===== src/uls_pkg.sv =====
//----------------------------------------------------------------------
// uls_pkg: shared constants of the line status block
//----------------------------------------------------------------------
// Summary of operation
// - bit 7 set when an errored character is queued
// - reading line status clears bit 7
// - non-FIFO: bit 6 when holding and shift empty
// - bit 6 low while any character pending
// - FIFO mode: bit 6 when FIFO, shift empty
// - non-FIFO: bit 5 set on holding-to-shift move
// - FIFO mode: bit 5 follows transmit FIFO empty
// - transmit request when bit 5 and enabled
// - bit 4 after line low one frame
// - one break character per break condition
// - break and bit 7 zero after reset
// - bit 3 framing error of top character
// - bit 2 parity error of top character
// - overrun sets bit 1, FIFO kept intact
// - bit 0 while any received character held
package uls_pkg;

    //------------------------------------------------------------------
    // register map, byte addresses
    //------------------------------------------------------------------
    localparam logic [11:0] ULS_OFF_LINE_STATUS = 12'h000;
    localparam logic [11:0] ULS_OFF_CTRL = 12'h004;

    //------------------------------------------------------------------
    // line status bit positions
    //------------------------------------------------------------------
    localparam int ULS_LS_DATA_READY = 0;
    localparam int ULS_LS_OVERRUN = 1;
    localparam int ULS_LS_PARITY = 2;
    localparam int ULS_LS_FRAMING = 3;
    localparam int ULS_LS_BREAK = 4;
    localparam int ULS_LS_THR_EMPTY = 5;
    localparam int ULS_LS_TX_EMPTY = 6;
    localparam int ULS_LS_FIFO_ERR = 7;

    //------------------------------------------------------------------
    // control register fields and reset values
    //------------------------------------------------------------------
    localparam int ULS_CTRL_FIFO_MODE = 0;
    localparam int ULS_CTRL_THRE_EN = 1;
    localparam int ULS_CTRL_FRAME_LSB = 4;
    localparam int ULS_CTRL_FRAME_MSB = 7;
    localparam logic [3:0] ULS_FRAME_BITS_RST = 4'ha;

    //------------------------------------------------------------------
    // receive tag queue: tag = {break, framing, parity}
    //------------------------------------------------------------------
    localparam int ULS_RX_DEPTH = 16;
    localparam int ULS_TAG_W = 3;
    localparam logic [4:0] ULS_RX_DEPTH_CNT = 5'h10;
    localparam logic [4:0] ULS_RX_HOLD_CNT = 5'h01;

endpackage : uls_pkg


===== src/uls_break_det.sv =====
`timescale 1ns/1ps
module uls_break_det
    import uls_pkg::*;
(
    input wire logic pclk,
    input wire logic presetn,
    input wire logic ce,
    input wire logic rx_line,
    input wire logic rx_bit_tick,
    input wire logic [3:0] frame_bits,
    output logic brk_pulse
);

    typedef struct packed {
        logic [3:0] cnt;
        logic done;
        logic pulse;
    } uls_brk_st_t;

    uls_brk_st_t st_ff;
    uls_brk_st_t nxt_st;

    // count low bit times; fire once, rearm only when the line goes high
    always_comb begin
        nxt_st = st_ff;
        nxt_st.pulse = 1'b0;
        if (rx_line) begin
            nxt_st.cnt = 4'h0;
            nxt_st.done = 1'b0;
        end else if (rx_bit_tick && !st_ff.done) begin
            if ((st_ff.cnt + 4'h1) >= frame_bits) begin
                nxt_st.done = 1'b1;
                nxt_st.pulse = 1'b1;
            end else begin
                nxt_st.cnt = st_ff.cnt + 4'h1;
            end
        end
    end

    // state register
    always_ff @(posedge pclk or negedge presetn) begin
        if (!presetn) begin
            st_ff <= '0;
        end else if (ce) begin
            st_ff <= nxt_st;
        end
    end

    assign brk_pulse = st_ff.pulse;

endmodule : uls_break_det


===== src/uls_rx_tag_fifo.sv =====
`timescale 1ns/1ps
module uls_rx_tag_fifo
    import uls_pkg::*;
(
    input wire logic pclk,
    input wire logic presetn,
    input wire logic ce,
    input wire logic fifo_mode,
    input wire logic push,
    input wire logic [ULS_TAG_W-1:0] push_tag,
    input wire logic pop,
    output logic [ULS_TAG_W-1:0] top_tag,
    output logic [4:0] count,
    output logic [4:0] err_count,
    output logic full,
    output logic overrun
);

    typedef struct packed {
        logic [ULS_RX_DEPTH-1:0][ULS_TAG_W-1:0] mem;
        logic [3:0] rd;
        logic [3:0] wr;
        logic [4:0] cnt;
        logic [4:0] errs;
        logic ovr;
    } uls_fifo_st_t;

    uls_fifo_st_t st_ff;
    uls_fifo_st_t nxt_st;
    logic do_push;
    logic do_pop;
    logic [4:0] cap;

    // outside FIFO mode the queue is a single holding slot
    assign cap = fifo_mode ? ULS_RX_DEPTH_CNT : ULS_RX_HOLD_CNT;
    assign full = (st_ff.cnt >= cap);
    assign do_pop = pop && (st_ff.cnt != 5'h0);
    assign do_push = push && (!full || do_pop);

    always_comb begin
        nxt_st = st_ff;
        nxt_st.ovr = push && !do_push;
        if (do_push) begin
            nxt_st.mem[st_ff.wr] = push_tag;
            nxt_st.wr = st_ff.wr + 4'h1;
        end
        if (do_pop) begin
            nxt_st.rd = st_ff.rd + 4'h1;
        end
        nxt_st.cnt = st_ff.cnt + {4'h0, do_push} - {4'h0, do_pop};
        nxt_st.errs = st_ff.errs + {4'h0, do_push && (push_tag != 3'h0)}
            - {4'h0, do_pop && (st_ff.mem[st_ff.rd] != 3'h0)};
    end

    always_ff @(posedge pclk or negedge presetn) begin
        if (!presetn) begin
            st_ff <= '0;
        end else if (ce) begin
            st_ff <= nxt_st;
        end
    end

    // empty queue shows clean flags
    assign top_tag = (st_ff.cnt != 5'h0) ? st_ff.mem[st_ff.rd] : 3'h0;
    assign count = st_ff.cnt;
    assign err_count = st_ff.errs;
    assign overrun = st_ff.ovr;

endmodule : uls_rx_tag_fifo


===== src/uls_line_status.sv =====
`timescale 1ns/1ps
module uls_line_status
    import uls_pkg::*;
(
    input wire logic pclk,
    input wire logic presetn,
    input wire logic ce,
    // apb slave
    input wire logic psel,
    input wire logic penable,
    input wire logic pwrite,
    input wire logic [11:0] paddr,
    input wire logic [31:0] pwdata,
    output logic [31:0] prdata,
    output logic pready,
    output logic pslverr,
    // transmit path
    input wire logic tx_hold_load,
    input wire logic tx_hold_to_shift,
    input wire logic tx_shift_busy,
    input wire logic [4:0] tx_fifo_count,
    // receive path
    input wire logic rx_line,
    input wire logic rx_bit_tick,
    input wire logic rx_char_done,
    input wire logic rx_char_parity_err,
    input wire logic rx_char_frame_err,
    input wire logic rx_pop,
    output logic rx_full,
    // channel controls and request
    output logic fifo_mode,
    output logic tx_irq
);

    //------------------------------------------------------------------
    // state
    //------------------------------------------------------------------
    typedef struct packed {
        logic fifo_mode;
        logic thre_en;
        logic [3:0] frame_bits;
        logic thre;
        logic temt;
        logic ovr;
        logic fifo_err;
        logic irq;
        logic [31:0] rdata;
    } uls_top_st_t;

    uls_top_st_t st_ff;
    uls_top_st_t nxt_st;

    //------------------------------------------------------------------
    // bus decode
    //------------------------------------------------------------------
    logic setup_ph;
    logic access_ph;
    logic hit_status;
    logic hit_ctrl;
    logic mapped;
    logic wr_done;
    logic rd_done;
    logic status_rd_done;

    // address decode, shared by setup capture and access completion
    always_comb begin
        hit_status = 1'b0;
        hit_ctrl = 1'b0;
        if (paddr == ULS_OFF_LINE_STATUS) begin
            hit_status = 1'b1;
        end else if (paddr == ULS_OFF_CTRL) begin
            hit_ctrl = 1'b1;
        end
    end

    // phases of an apb transfer; zero wait states
    assign mapped = hit_status || hit_ctrl;
    assign setup_ph = psel && !penable;
    assign access_ph = psel && penable;
    assign wr_done = access_ph && pwrite && mapped;
    assign rd_done = access_ph && !pwrite;
    assign status_rd_done = rd_done && hit_status;

    // handshake outputs are combinational; unmapped access errors out
    assign pready = 1'b1;
    assign pslverr = access_ph && !mapped;

    //------------------------------------------------------------------
    // receive side: break detector and tag queue
    //------------------------------------------------------------------
    logic brk_pulse;
    logic rx_push;
    logic [ULS_TAG_W-1:0] rx_tag;
    logic [ULS_TAG_W-1:0] top_tag;
    logic [4:0] rx_count;
    logic [4:0] rx_errs;
    logic rx_ovr;
    logic err_push;

    uls_break_det u_brk (
        .pclk(pclk),
        .presetn(presetn),
        .ce(ce),
        .rx_line(rx_line),
        .rx_bit_tick(rx_bit_tick),
        .frame_bits(st_ff.frame_bits),
        .brk_pulse(brk_pulse)
    );

    assign rx_push = rx_char_done || brk_pulse;
    assign rx_tag = {brk_pulse, rx_char_frame_err, rx_char_parity_err};
    // an errored character that really enters the queue
    assign err_push = rx_push && (rx_tag != 3'h0) && (!rx_full || (rx_pop && rx_count != 5'h0));

    uls_rx_tag_fifo u_rxq (
        .pclk(pclk),
        .presetn(presetn),
        .ce(ce),
        .fifo_mode(st_ff.fifo_mode),
        .push(rx_push),
        .push_tag(rx_tag),
        .pop(rx_pop),
        .top_tag(top_tag),
        .count(rx_count),
        .err_count(rx_errs),
        .full(rx_full),
        .overrun(rx_ovr)
    );

    //------------------------------------------------------------------
    // line status byte
    //------------------------------------------------------------------
    logic [7:0] status;

    // assembled from registered flags and the top of the queue
    always_comb begin
        status = 8'h00;
        status[ULS_LS_DATA_READY] = (rx_count != 5'h0);
        status[ULS_LS_OVERRUN] = st_ff.ovr;
        status[ULS_LS_PARITY] = top_tag[0];
        status[ULS_LS_FRAMING] = top_tag[1];
        status[ULS_LS_BREAK] = top_tag[2];
        status[ULS_LS_THR_EMPTY] = st_ff.thre;
        status[ULS_LS_TX_EMPTY] = st_ff.temt;
        status[ULS_LS_FIFO_ERR] = st_ff.fifo_err;
    end

    //------------------------------------------------------------------
    // next state
    //------------------------------------------------------------------
    logic tx_fifo_empty;
    logic nxt_hold_empty;

    assign tx_fifo_empty = (tx_fifo_count == 5'h00);

    always_comb begin
        nxt_st = st_ff;
        nxt_hold_empty = st_ff.thre;

        // control register write; other bits of the word are ignored
        if (wr_done && hit_ctrl) begin
            nxt_st.fifo_mode = pwdata[ULS_CTRL_FIFO_MODE];
            nxt_st.thre_en = pwdata[ULS_CTRL_THRE_EN];
            nxt_st.frame_bits = pwdata[ULS_CTRL_FRAME_MSB:ULS_CTRL_FRAME_LSB];
        end

        // read data captured in setup so prdata comes from a flop
        if (setup_ph && !pwrite) begin
            if (hit_status) begin
                nxt_st.rdata = {24'h000000, status};
            end else if (hit_ctrl) begin
                nxt_st.rdata = {24'h000000, st_ff.frame_bits, 2'b00,
                    st_ff.thre_en, st_ff.fifo_mode};
            end else begin
                nxt_st.rdata = 32'h00000000;
            end
        end

        // holding empty: load beats transfer when both arrive together
        if (st_ff.fifo_mode) begin
            nxt_hold_empty = tx_fifo_empty && !tx_hold_load;
        end else if (tx_hold_load) begin
            nxt_hold_empty = 1'b0;
        end else if (tx_hold_to_shift) begin
            nxt_hold_empty = 1'b1;
        end
        nxt_st.thre = nxt_hold_empty;

        // transmitter empty needs the shift register idle as well
        if (st_ff.fifo_mode) begin
            nxt_st.temt = tx_fifo_empty && !tx_hold_load && !tx_shift_busy;
        end else begin
            nxt_st.temt = nxt_hold_empty && !tx_shift_busy && !tx_hold_to_shift;
        end

        // clear only what the host was shown; a new event always wins
        // sticky overrun flag
        nxt_st.ovr = (st_ff.ovr && !(status_rd_done && st_ff.rdata[ULS_LS_OVERRUN]))
            || rx_ovr;

        // bit 7 also drops once no errored entry is left in the queue
        if (err_push) begin
            nxt_st.fifo_err = 1'b1;
        end else if (status_rd_done && st_ff.rdata[ULS_LS_FIFO_ERR]) begin
            nxt_st.fifo_err = 1'b0;
        end else if (rx_errs == 5'h00) begin
            nxt_st.fifo_err = 1'b0;
        end

        nxt_st.irq = nxt_hold_empty && nxt_st.thre_en;
    end

    //------------------------------------------------------------------
    // state register
    //------------------------------------------------------------------
    // error flags zero at reset, both transmit empty flags set
    always_ff @(posedge pclk or negedge presetn) begin
        if (!presetn) begin
            st_ff.fifo_mode <= 1'b0;
            st_ff.thre_en <= 1'b0;
            st_ff.frame_bits <= ULS_FRAME_BITS_RST;
            st_ff.thre <= 1'b1;
            st_ff.temt <= 1'b1;
            st_ff.ovr <= 1'b0;
            st_ff.fifo_err <= 1'b0;
            st_ff.irq <= 1'b0;
            st_ff.rdata <= 32'h00000000;
        end else if (ce) begin
            st_ff <= nxt_st;
        end
    end

    //------------------------------------------------------------------
    // outputs
    //------------------------------------------------------------------
    assign prdata = st_ff.rdata;
    assign fifo_mode = st_ff.fifo_mode;
    assign tx_irq = st_ff.irq;

endmodule : uls_line_status


===== config.mk =====
export PLATFORM = sky130hd
export DESIGN_NAME = uls_line_status
export DESIGN_NICKNAME = d
export VERILOG_FILES = /design/src/uls_pkg.sv /design/src/uls_break_det.sv /design/src/uls_rx_tag_fifo.sv /design/src/uls_line_status.sv
export SDC_FILE = /design/constraint.sdc
export NUM_CORES = 1
export LEC_CHECK = 0
export BUFFER_PORTS_ARGS = -buffer_cell sky130_fd_sc_hd__buf_4
export CAP_MARGIN = 20
export CORE_MARGIN = 1
export CORE_UTILIZATION = 40
export DETAILED_ROUTE_END_ITERATION = 10
export PLACE_DENSITY = 0.71
export SYNTH_ARGS = -nofsm -noshare
export SYNTH_HDL_FRONTEND = slang
export SYNTH_SLANG_ARGS = --single-unit

===== constraint.sdc =====
create_clock -name pclk -period 4.9 [get_ports pclk]
set_input_delay 1.225 -clock pclk [delete_from_list [all_inputs] [get_ports pclk]]
set_output_delay 1.225 -clock pclk [all_outputs]
set_load 0.05 [all_outputs]

==> qor_table.md, run 1 <==
| Stage | Quantity | This run |
|---|---|---|
| logic synthesis | Average cell area after synthesis | 11.7 µm² |
| status | Result of the run | complete, no violations |
| sta | Post-Route Skew | 6.74 ps |
| sta | Final hold violations | 0 |
| global routing | Maximum number of pins on one net before global-route repair | 51 |
| critical path | Required time of the critical path | 5120 ps |
| placed design | Post-detail-place hpwl | 7780 µm |
| clock tree | Sinks on the clock net | 92 |
| logic synthesis | Warnings from Yosys | 0 |
| global routing | Remaining global-route overflow | 0 |
| sta | Slew Limit Fails | 0 |
| logic synthesis | Async set-or-reset flop fraction in the synthesized netlist | 100% |
| placed design | Cell area after placement | 5790 µm² |
| min path | Hold-critical path depth | 2 |
| route | Vias per inst | 5.27 |
| clock tree | Clock tree from TritonCTS | yes |
| clock tree | # resized after CTS | 0 |
| clock tree | Number of buffers inserted for hold repair after clock tree synthesis | 0 |
| floorplan | Die span in y | 119 µm |
| sta | Total Negative Setup Slacks | 0 ps |
| placed design | Input/output buffers | 49 |
| critical path | Worst reg-to-reg setup slack | 830 ps |
| logic synthesis | Proportion of synthesized chip area in sequential cells | 42.3% |
| cells and area | Number of nets in the layout | 589 |
| clock tree | Maximum buffer depth of the clock tree | 2 |
| floorplan | Std-Cell Rows | 42 |
| critical path | Kind of capture point of the worst setup path | register |
| global routing | Wire length of the first global-routing pass | 18100 µm |
| logic synthesis | Cell type with the largest total area after synthesis | dfrtp_1 |
| global routing | Initial antenna violation count | 0 |
| job | Maximum Capacitance Violations | 0 |
| cells and area | Area of all placed cells without fillers | 6110 µm² |
| sta | Fmax | 0.246 GHz |
| sta | Part of the cycle the worst path needs | 83.0% |
| logic synthesis | Post-Syn Area | 5450 µm² |
| logic synthesis | Cells taking the most area after synthesis | dfrtp_1 (40%), mux2_2 (9.9%), ha_1 (6.0%) |
| clock tree | Clock-pin slew on the worst setup and hold paths | 60 ps |
| route | Total via count in the routed design | 3570 |
| sta | Setup repair after global routing missed its margin | false |
| pwr | IR Drop Worst-Case VDD | 337 µV |
| floorplan | I/O Pins | 101 |
| logic synthesis | EDFF count, synth | 0 |
| global routing | Gr usage total | 16.3% |
| critical path | Critical Path Source Type | register |
| route | DRC Markers | 0 |
| logic synthesis | Count of different cell masters after synthesis | 58 |
| cells and area | Fraction of layout cells with a size suffix above 1 | 30.3% |
| sta | Transition at the pin with the smallest max-transition slack | 737 ps |
| clock tree | Worst-skew pair later-pin latency | 340 ps |
| global routing | Via count of the first global-routing pass | 3619 |
| route | Wire length after detailed routing | 10700 µm |
| sta | Final setup violation count | 0 |
| logic synthesis | Flip-flop cell with the highest count after synthesis | dfrtp_1 |
| clock tree | Root cell of the clock tree | clkbuf_16 |
| route | Average detailed-routed wire length per instance | 15.7 µm |
| cells and area | Area Growth Syn to Fin | 12.0% |
| critical path | Worst Setup Path Type | reg -> reg |
| critical path | Max Fanout on Critical Path | 9 |
| clock tree | Setup fix buffers added after clock tree synthesis | 0 |
| floorplan | Die Span X | 119 µm |
| logic synthesis | Post-synthesis instance total | 465 |
| clock tree | Max H-tree Level | 3 |
| sta | Slew headroom | 50.8% |
| placed design | Final weighted congestion in routability-driven placement | 0.846 |
| logic synthesis | Yosys top cell area share | 40.4% |
| critical path | Critical path arrival | 4290 ps |
| pwr | Leakage | 2.78 nW |
| pwr | Cell Pwr Density | 542 nW/µm² |
| cells and area | Number of filler instances in the final layout | 1208 |
| route | Iteration-0 DRC count of the detailed router | 213 |
| critical path | R2r worst-path depth | 15 |
| floorplan | Starting Density | 41.2% |
| min path | Hold Path Class | reg -> reg |
| floorplan | Area of the core | 13200 µm² |
| floorplan | Die Area | 14100 µm² |
| route | Number of iterations in the first detailed-routing pass | 6 |
| cells and area | Final core utilization | 46.1% |
| clock tree | Total clock buffers created by CTS | 9 |
| logic synthesis | Number of flip-flops and latches in the synthesized netlist | 92 |
| route | Antenna viol nets, final | 0 |
| cells and area | Antenna Cells | 0 |
| sta | Final critical-path required period | 4070 ps |
==> through the flow <==
stage,worst slack [ps],instances,total power [mW],hold slack [ps]
global route,570,678,3.54,512
CTS,812,678,3.33,486
global placement,928,662,2.50,462
finish,835,678,3.31,483
detailed placement,844,662,2.58,472
floorplan,1380,488,2.30,440
==> sequential cells by signal (all words and copies together), names as in the netlist <==
name	flops
u_rxq.overrun	1
prdata	8
st_ff	9
u_rxq.err_count	5
fifo_mode	1
u_brk.brk_pulse	1
u_brk.st_ff	5
u_rxq.st_ff	56
u_rxq.count	5
tx_irq	1
==> final timing paths <==
check / endpoint / startpoint
max in group asynchronous: st_ff[40]$_DFFE_PN1P_ / presetn
hold reg to reg: prdata[3]$_DFFE_PN0P_ / prdata[3]$_DFFE_PN0P_
hold / removal: prdata[3]$_DFFE_PN0P_ / prdata[3]$_DFFE_PN0P_
setup / recovery: u_rxq.err_count[4]$_DFFE_PN0P_ / u_rxq.st_ff[15]$_DFFE_PN0P_
setup reg to reg: u_rxq.err_count[4]$_DFFE_PN0P_ / u_rxq.st_ff[15]$_DFFE_PN0P_
min in group asynchronous: u_rxq.count[4]$_DFFE_PN0P_ / presetn
==> synthesized netlist by cell type, types with 3 or more instances <==
master,n
dfrtp_1,88
mux2_2,48
buf_4,33
inv_1,32
ha_1,26
nand2_1,26
nand3_1,18
o21ai_0,15
nor3_1,14
mux4_2,13
clkbuf_1,12
a21oi_1,11
mux2_1,9
nand2b_1,8
nor2_1,8
xnor2_1,8
nor4b_4,7
mux2i_1,6
nor2b_1,5
o22ai_1,5
o31ai_1,5
buf_1,4
dfstp_2,4
nor4_4,4
xor2_1,4
buf_2,3
o21a_1,3
==> report_power, final <==
group | internal, mW | switching (mW)
clock network | 0.460 | 0.282
registers | 1.01 | 0.250
logic | 0.639 | 0.667
==> worst max-delay path, stage by stage (launching register included) <==
cell	delay, ps
dfrtp_1	700
buf_4	270
mux4_2	530
a22oi_1	230
nand3_1	190
o31a_1	320
ha_1	270
inv_1	60
ha_1	170
inv_1	60
fa_1	380
nand2b_1	180
a21oi_1	210
o21a_1	130
o21ai_0	100
xnor2_1	160
==> cell usage in the layout (no fill, tap or decap), types with 6 or more instances in the layout <==
master,n
conb_1,25
dfrtp_1,88
inv_1,32
clkbuf_16,9
nand2_1,26
a21oi_1,11
nor4b_4,7
nand2b_1,8
mux4_2,13
nor2_1,8
mux2_2,48
mux2i_1,6
mux2_1,9
nand3_1,18
xnor2_1,8
nor3_1,14
buf_4,53
o21ai_0,15
ha_1,26
==> logic make-up after synthesis <==
family                     after synthesis  synth area share [%]
xor gates and xnor gates                12                  1.93
DFF                                     92                  42.3
AOI/OAI and AO/OA                       58                  7.37
buffers and inverters                   87                  8.97
other                                    2                 0.138
muxes                                   76                  18.2
and+or+nand+nor                        110                  14.3
adders and majority gates               28                  6.70
==> layer usage <==
layer  part of all wire [%]  global-route usage (%)  routed length, µm
met1                     45                    21.5               4800
met2                     49                    26.3               5190
met4                    1.1                    4.75                122
met3                    5.1                    4.34                548
met5                      0                       0                  0
==> final cells by class <==
class	count	area (µm²)	share of cell area [%]
Multi-Input combinational cell	309	2740	44.9
Sequential cell	92	2310	37.8
Timing Repair Buffer	53	398	6.52
Clock buffer	12	246	4.04
Tap cell	176	220	3.61
Inverter	32	120	1.97
Clock inverter	4	72.6	1.19
No activity file was read; power rests on OpenSTA's default activity.
==> run 2: changes to the inputs <==
--- a/config.mk
+++ b/config.mk
@@ -5,12 +5,13 @@
 export SDC_FILE = /design/constraint.sdc
 export NUM_CORES = 1
 export LEC_CHECK = 0
+export ABC_AREA = 1
 export BUFFER_PORTS_ARGS = -buffer_cell sky130_fd_sc_hd__buf_4
 export CAP_MARGIN = 20
 export CORE_MARGIN = 1
 export CORE_UTILIZATION = 40
 export DETAILED_ROUTE_END_ITERATION = 10
-export PLACE_DENSITY = 0.71
+export PLACE_DENSITY = 0.73
 export SYNTH_ARGS = -nofsm -noshare
 export SYNTH_HDL_FRONTEND = slang
 export SYNTH_SLANG_ARGS = --single-unit
==> constraint.sdc (replaced) <==
create_clock -name pclk -period 3.4 [get_ports pclk]
set_input_delay 0.85 -clock pclk [delete_from_list [all_inputs] [get_ports pclk]]
set_output_delay 0.85 -clock pclk [all_outputs]
set_load 0.05 [all_outputs]
==> run 2 against run 1 <==
Synthesized cell count is 47% higher. Area after synthesis is 0.64% higher. Count of clock-buffer cells in the layout is 1 higher. Clock skew is 2.4 ps higher. Sequential share of layout area is 0.41 points lower. Non-clock buffer count is 8 higher. Worst hold slack worse by 15 ps. Final cell count is 34% higher. Die area is 0.63% higher. Sequential cell count stayed put. Combinational power is 47% higher. Final area is 1.1% higher. Critical path type unchanged. Critical endpoint unchanged.
==> qor_table.md, run 2 <==
| Stage | Quantity | This run |
|---|---|---|
| logic synthesis | Proportion of synthesized chip area in sequential cells | 42.1% |
| logic synthesis | Cell type with the largest total area after synthesis | dfrtp_1 |
| logic synthesis | Post-synthesis instance total | 685 |
| critical path | Worst flop-to-flop path endpoint | u_rxq.err_count[4]$_DFFE_PN0P_ |
| status | Result of the run | complete, no violations |
| floorplan | Die Area | 14200 µm² |
| logic synthesis | Async set-or-reset flop fraction in the synthesized netlist | 100% |
| cells and area | Most common library cell in the layout ignoring fill and taps | nand2_1 |
| sta | Least setup slack across all paths after layout | 269 ps |
| critical path | Critical Path, Cell by Cell | clkinvlp_4 > buf_4 > nand3_1 > nand3_1 > nand3_1 > nand2_1 > nor2_1 > a21oi_1 > ha_1 > inv_1 > ha_1 > inv_1 > fa_1 > inv_1 > nand2_1 > a21oi_1 > nor2_1 > nand2_1 > nand2_1 > nor2_1 > xor2_1 |
| pwr | Clock group share of total power | 20.5% |
| logic synthesis | Combinational family with the most area after synthesis | simple AND/OR/NAND/NOR gates |
| cells and area | Fraction of layout cells with a size suffix above 1 | 14.9% |
| logic synthesis | Simple-gate share of the synthesized area | 26.6% |
| cells and area | Highest-count cells in the layout ignoring fill and taps | nand2_1 (174), dfrtp_1 (88), inv_1 (80) |
| critical path | Critical Path Source Type | register |
| floorplan | Die Span X | 119 µm |
| route | DRC Markers | 0 |
| cells and area | Top reg by flops | u_rxq.st_ff |
| sta | Final hold violations | 0 |
| critical path | Max stage delay cell, worst path | dfrtp_1 |
| pwr | Cell Pwr Density | 713 nW/µm² |
| sta | Part of the cycle the worst path needs | 92.1% |
| route | Wire length after detailed routing | 11300 µm |
| global routing | Maximum number of pins on one net before global-route repair | 55 |
| logic synthesis | Warnings from Yosys | 0 |
| route | Vias per inst | 4.75 |
| sta | Total Negative Setup Slacks | 0 ps |
| cells and area | Area Growth Syn to Fin | 12.5% |
| critical path | Kind of capture point of the worst setup path | register |
| placed design | Worst setup slack before clock tree synthesis | 137 ps |
| clock tree | Maximum buffer depth of the clock tree | 2 |
| placed design | Input/output buffers | 49 |
| sta | Slew Limit Fails | 0 |
| sta | Setup repair after global routing missed its margin | false |
| min path | Hold Path Class | in -> async |
| critical path | R2r worst-path depth | 21 |
| clock tree | Worst-skew pair later-pin latency | 350 ps |
| critical path | Required time of the critical path | 3670 ps |
| logic synthesis | Average cell area after synthesis | 8.01 µm² |
| global routing | Initial antenna violation count | 0 |
| clock tree | Root cell of the clock tree | clkbuf_16 |
| sta | Slew headroom | 58.5% |
| placed design | Post-detail-place hpwl | 8150 µm |
| critical path | Worst Setup Path Type | reg -> reg |
| placed design | Final weighted congestion in routability-driven placement | 0.811 |
| logic synthesis | Cells taking the most area after synthesis | dfrtp_1 (40%), nand2_1 (12%), ha_1 (5.9%) |
| logic synthesis | Count of different cell masters after synthesis | 39 |
| logic synthesis | Fraction of synthesized area in multiplexers | 0% |
| logic synthesis | Adder-cell share of the synthesized area | 6.66% |
| route | Total via count in the routed design | 4320 |
| pwr | Fraction of power consumed by combinational cells | 43.6% |
| route | Number of iterations in the first detailed-routing pass | 5 |
| logic synthesis | EDFF count, synth | 0 |
| job | Maximum Capacitance Violations | 0 |
| route | Average detailed-routed wire length per instance | 12.5 µm |
| critical path | Most prevalent standard cell on the critical path | nand2_1 |
| logic synthesis | Top cell types by occurrence after synthesis | nand2_1 (174), dfrtp_1 (88), inv_1 (81) |
| sta | Transition at the pin with the smallest max-transition slack | 621 ps |
| sta | Final critical-path required period | 3130 ps |
| floorplan | Area of the core | 13300 µm² |
| pwr | Sw Share | 41.5% |
| critical path | Worst reg-to-reg setup slack | 270 ps |
| cells and area | Max reg flops | 56 |
| pwr | Internal cell power | 2.57 mW |
| clock tree | Max H-tree Level | 3 |
| route | Iteration-0 DRC count of the detailed router | 268 |
| clock tree | Total clock buffers created by CTS | 9 |
| logic synthesis | Flip-flop cell with the highest count after synthesis | dfrtp_1 |
| logic synthesis | Post-Syn Area | 5490 µm² |
| pwr | Switching Power | 1.83 mW |
| global routing | Gr usage total | 17.1% |
| logic synthesis | Number of flip-flops and latches in the synthesized netlist | 92 |
| critical path | Longest individual stage delay on the worst path | 390 ps |
| critical path | Critical path arrival | 3400 ps |
| clock tree | Clock-pin slew on the worst setup and hold paths | 70 ps |
| global routing | Wire length of the first global-routing pass | 19400 µm |
| route | Antenna viol nets, final | 0 |
| critical path | Setup crit end | u_rxq.err_count[4]$_DFFE_PN0P_ |
| sta | Final setup violation count | 0 |
| critical path | Launch point of the worst path | u_rxq.st_ff[16]$_DFFE_PN0P_ |
| global routing | Remaining global-route overflow | 0 |
| clock tree | Sinks on the clock net | 92 |
| global routing | Via count of the first global-routing pass | 4063 |
| sta | Fmax | 0.319 GHz |
| logic synthesis | Most used standard cell by instance count after synthesis | nand2_1 |
| logic synthesis | Complex-gate fraction of the synthesized area | 10.4% |
| clock tree | Clock tree from TritonCTS | yes |
| pwr | IR Drop Worst-Case VDD | 347 µV |
| critical path | Max Fanout on Critical Path | 12 |
| floorplan | Std-Cell Rows | 42 |
| floorplan | I/O Pins | 101 |
| floorplan | Starting Density | 41.3% |
| floorplan | Die span in y | 119 µm |
| critical path | Origin of the critical flop-to-flop path | u_rxq.st_ff[16]$_DFFE_PN0P_ |
| logic synthesis | Yosys top cell area share | 40.1% |
| sta | Post-Route Skew | 9.11 ps |
| pwr | Sequential power share | 36.0% |
| pwr | Leakage | 3.03 nW |
| logic synthesis | XOR/XNOR share of the synthesized area | 1.92% |
| cells and area | Number of nets in the layout | 820 |
| cells and area | Antenna Cells | 0 |
[run 2: cell count changes after synthesis, moves of 9 or more]
cell / delta
nand3_4: +9
inv_1: +49
o21ai_1: +25
mux2_1: -9
nand2_1: +148
o21ai_0: +33
nor3_1: -11
mux4_2: -13
nand3_1: +36
mux2_2: -48
nor2_1: +46
[run 2: cell type report]
type	count	area (µm²)
Timing Repair Buffer	61	483
Clock buffer	13	240
Multi-Input combinational cell	481	2590
Clock inverter	3	17.5
Inverter	83	315
Fill cell	1300	7120
Tap cell	176	220
Sequential cell	92	2310
[run 2: cells by family after synthesis]
kind of cell             count (synthesis)
AO/OA/AOI/OAI                          102
XOR/XNOR                                12
adder cells (fa/ha/maj)                 28
buffers and inverters                  135
flip-flops                              92
other                                    2
AND/OR/NAND/NOR                        314
[run 2: metrics by stage]
stage / hold WS, ps / instance area [µm²] / cells / total power [mW] / utilization [%]
after global routing: 488 / 6170 / 909 / 4.78 / 46.4
after global placement: 459 / 5890 / 890 / 3.44 / 44.3
after detailed placement: 461 / 5890 / 890 / 3.48 / 44.3
after floorplan: 437 / 5570 / 708 / 3.06 / -
final: 468 / 6170 / 909 / 4.40 / 46.4
after CTS: 475 / 6150 / 906 / 4.39 / 46.2
[run 2: worst min path at each step]
| stage | startpoint | end | slack [ps] | depth (start not counted) |
|---|---|---|---|---|
| floorplan | u_rxq.err_count[4]$_DFFE_PN0P_ | u_rxq.err_count[4]$_DFFE_PN0P_ | 440 | 1 |
| detailed placement | u_rxq.err_count[4]$_DFFE_PN0P_ | u_rxq.err_count[4]$_DFFE_PN0P_ | 460 | 1 |
| CTS | u_rxq.err_count[4]$_DFFE_PN0P_ | u_rxq.err_count[4]$_DFFE_PN0P_ | 470 | 1 |
| global route | u_brk.st_ff[1]$_DFFE_PN0P_ | u_brk.st_ff[1]$_DFFE_PN0P_ | 490 | 2 |
| global placement | u_rxq.err_count[4]$_DFFE_PN0P_ | u_rxq.err_count[4]$_DFFE_PN0P_ | 460 | 1 |
| finish | presetn | u_rxq.st_ff[35]$_DFFE_PN0P_ | 470 | 1 |
[run 2: critical path: cells and delay by family (launching register included)]
family | cells | cell delay (ps)
AO/OA/AOI/OAI | 2 | 230
AND/OR/NAND/NOR | 10 | 820
buffers and inverters | 5 | 630
adder cells (fa/ha/maj) | 3 | 820
XOR/XNOR | 1 | 150
flip-flops | 1 | 390
[run 2: what timing repair did]
item,CTS,global route
setup buffers,0,3
endpoints found under the setup margin,0,1
resized for setup,0,1
hold buffers,0,0
[run 2: routing by layer]
layer	up-vias	wire (µm)	track usage, %
li1	2224	-	-
met1	2006	5540	24.3
met2	76	5230	26.1
met3	14	374	1.72
met4	0	188	7.67
met5	-	0	0
[run 2: power groups by stage]
stage	Sequential [mW]	Clock, mW	Combinational (mW)
floorplan	1.53	0	1.53
global placement	1.59	0	1.85
detailed placement	1.59	0	1.89
CTS	1.58	0.912	1.90
global route	1.62	0.959	2.20
finish	1.58	0.901	1.92
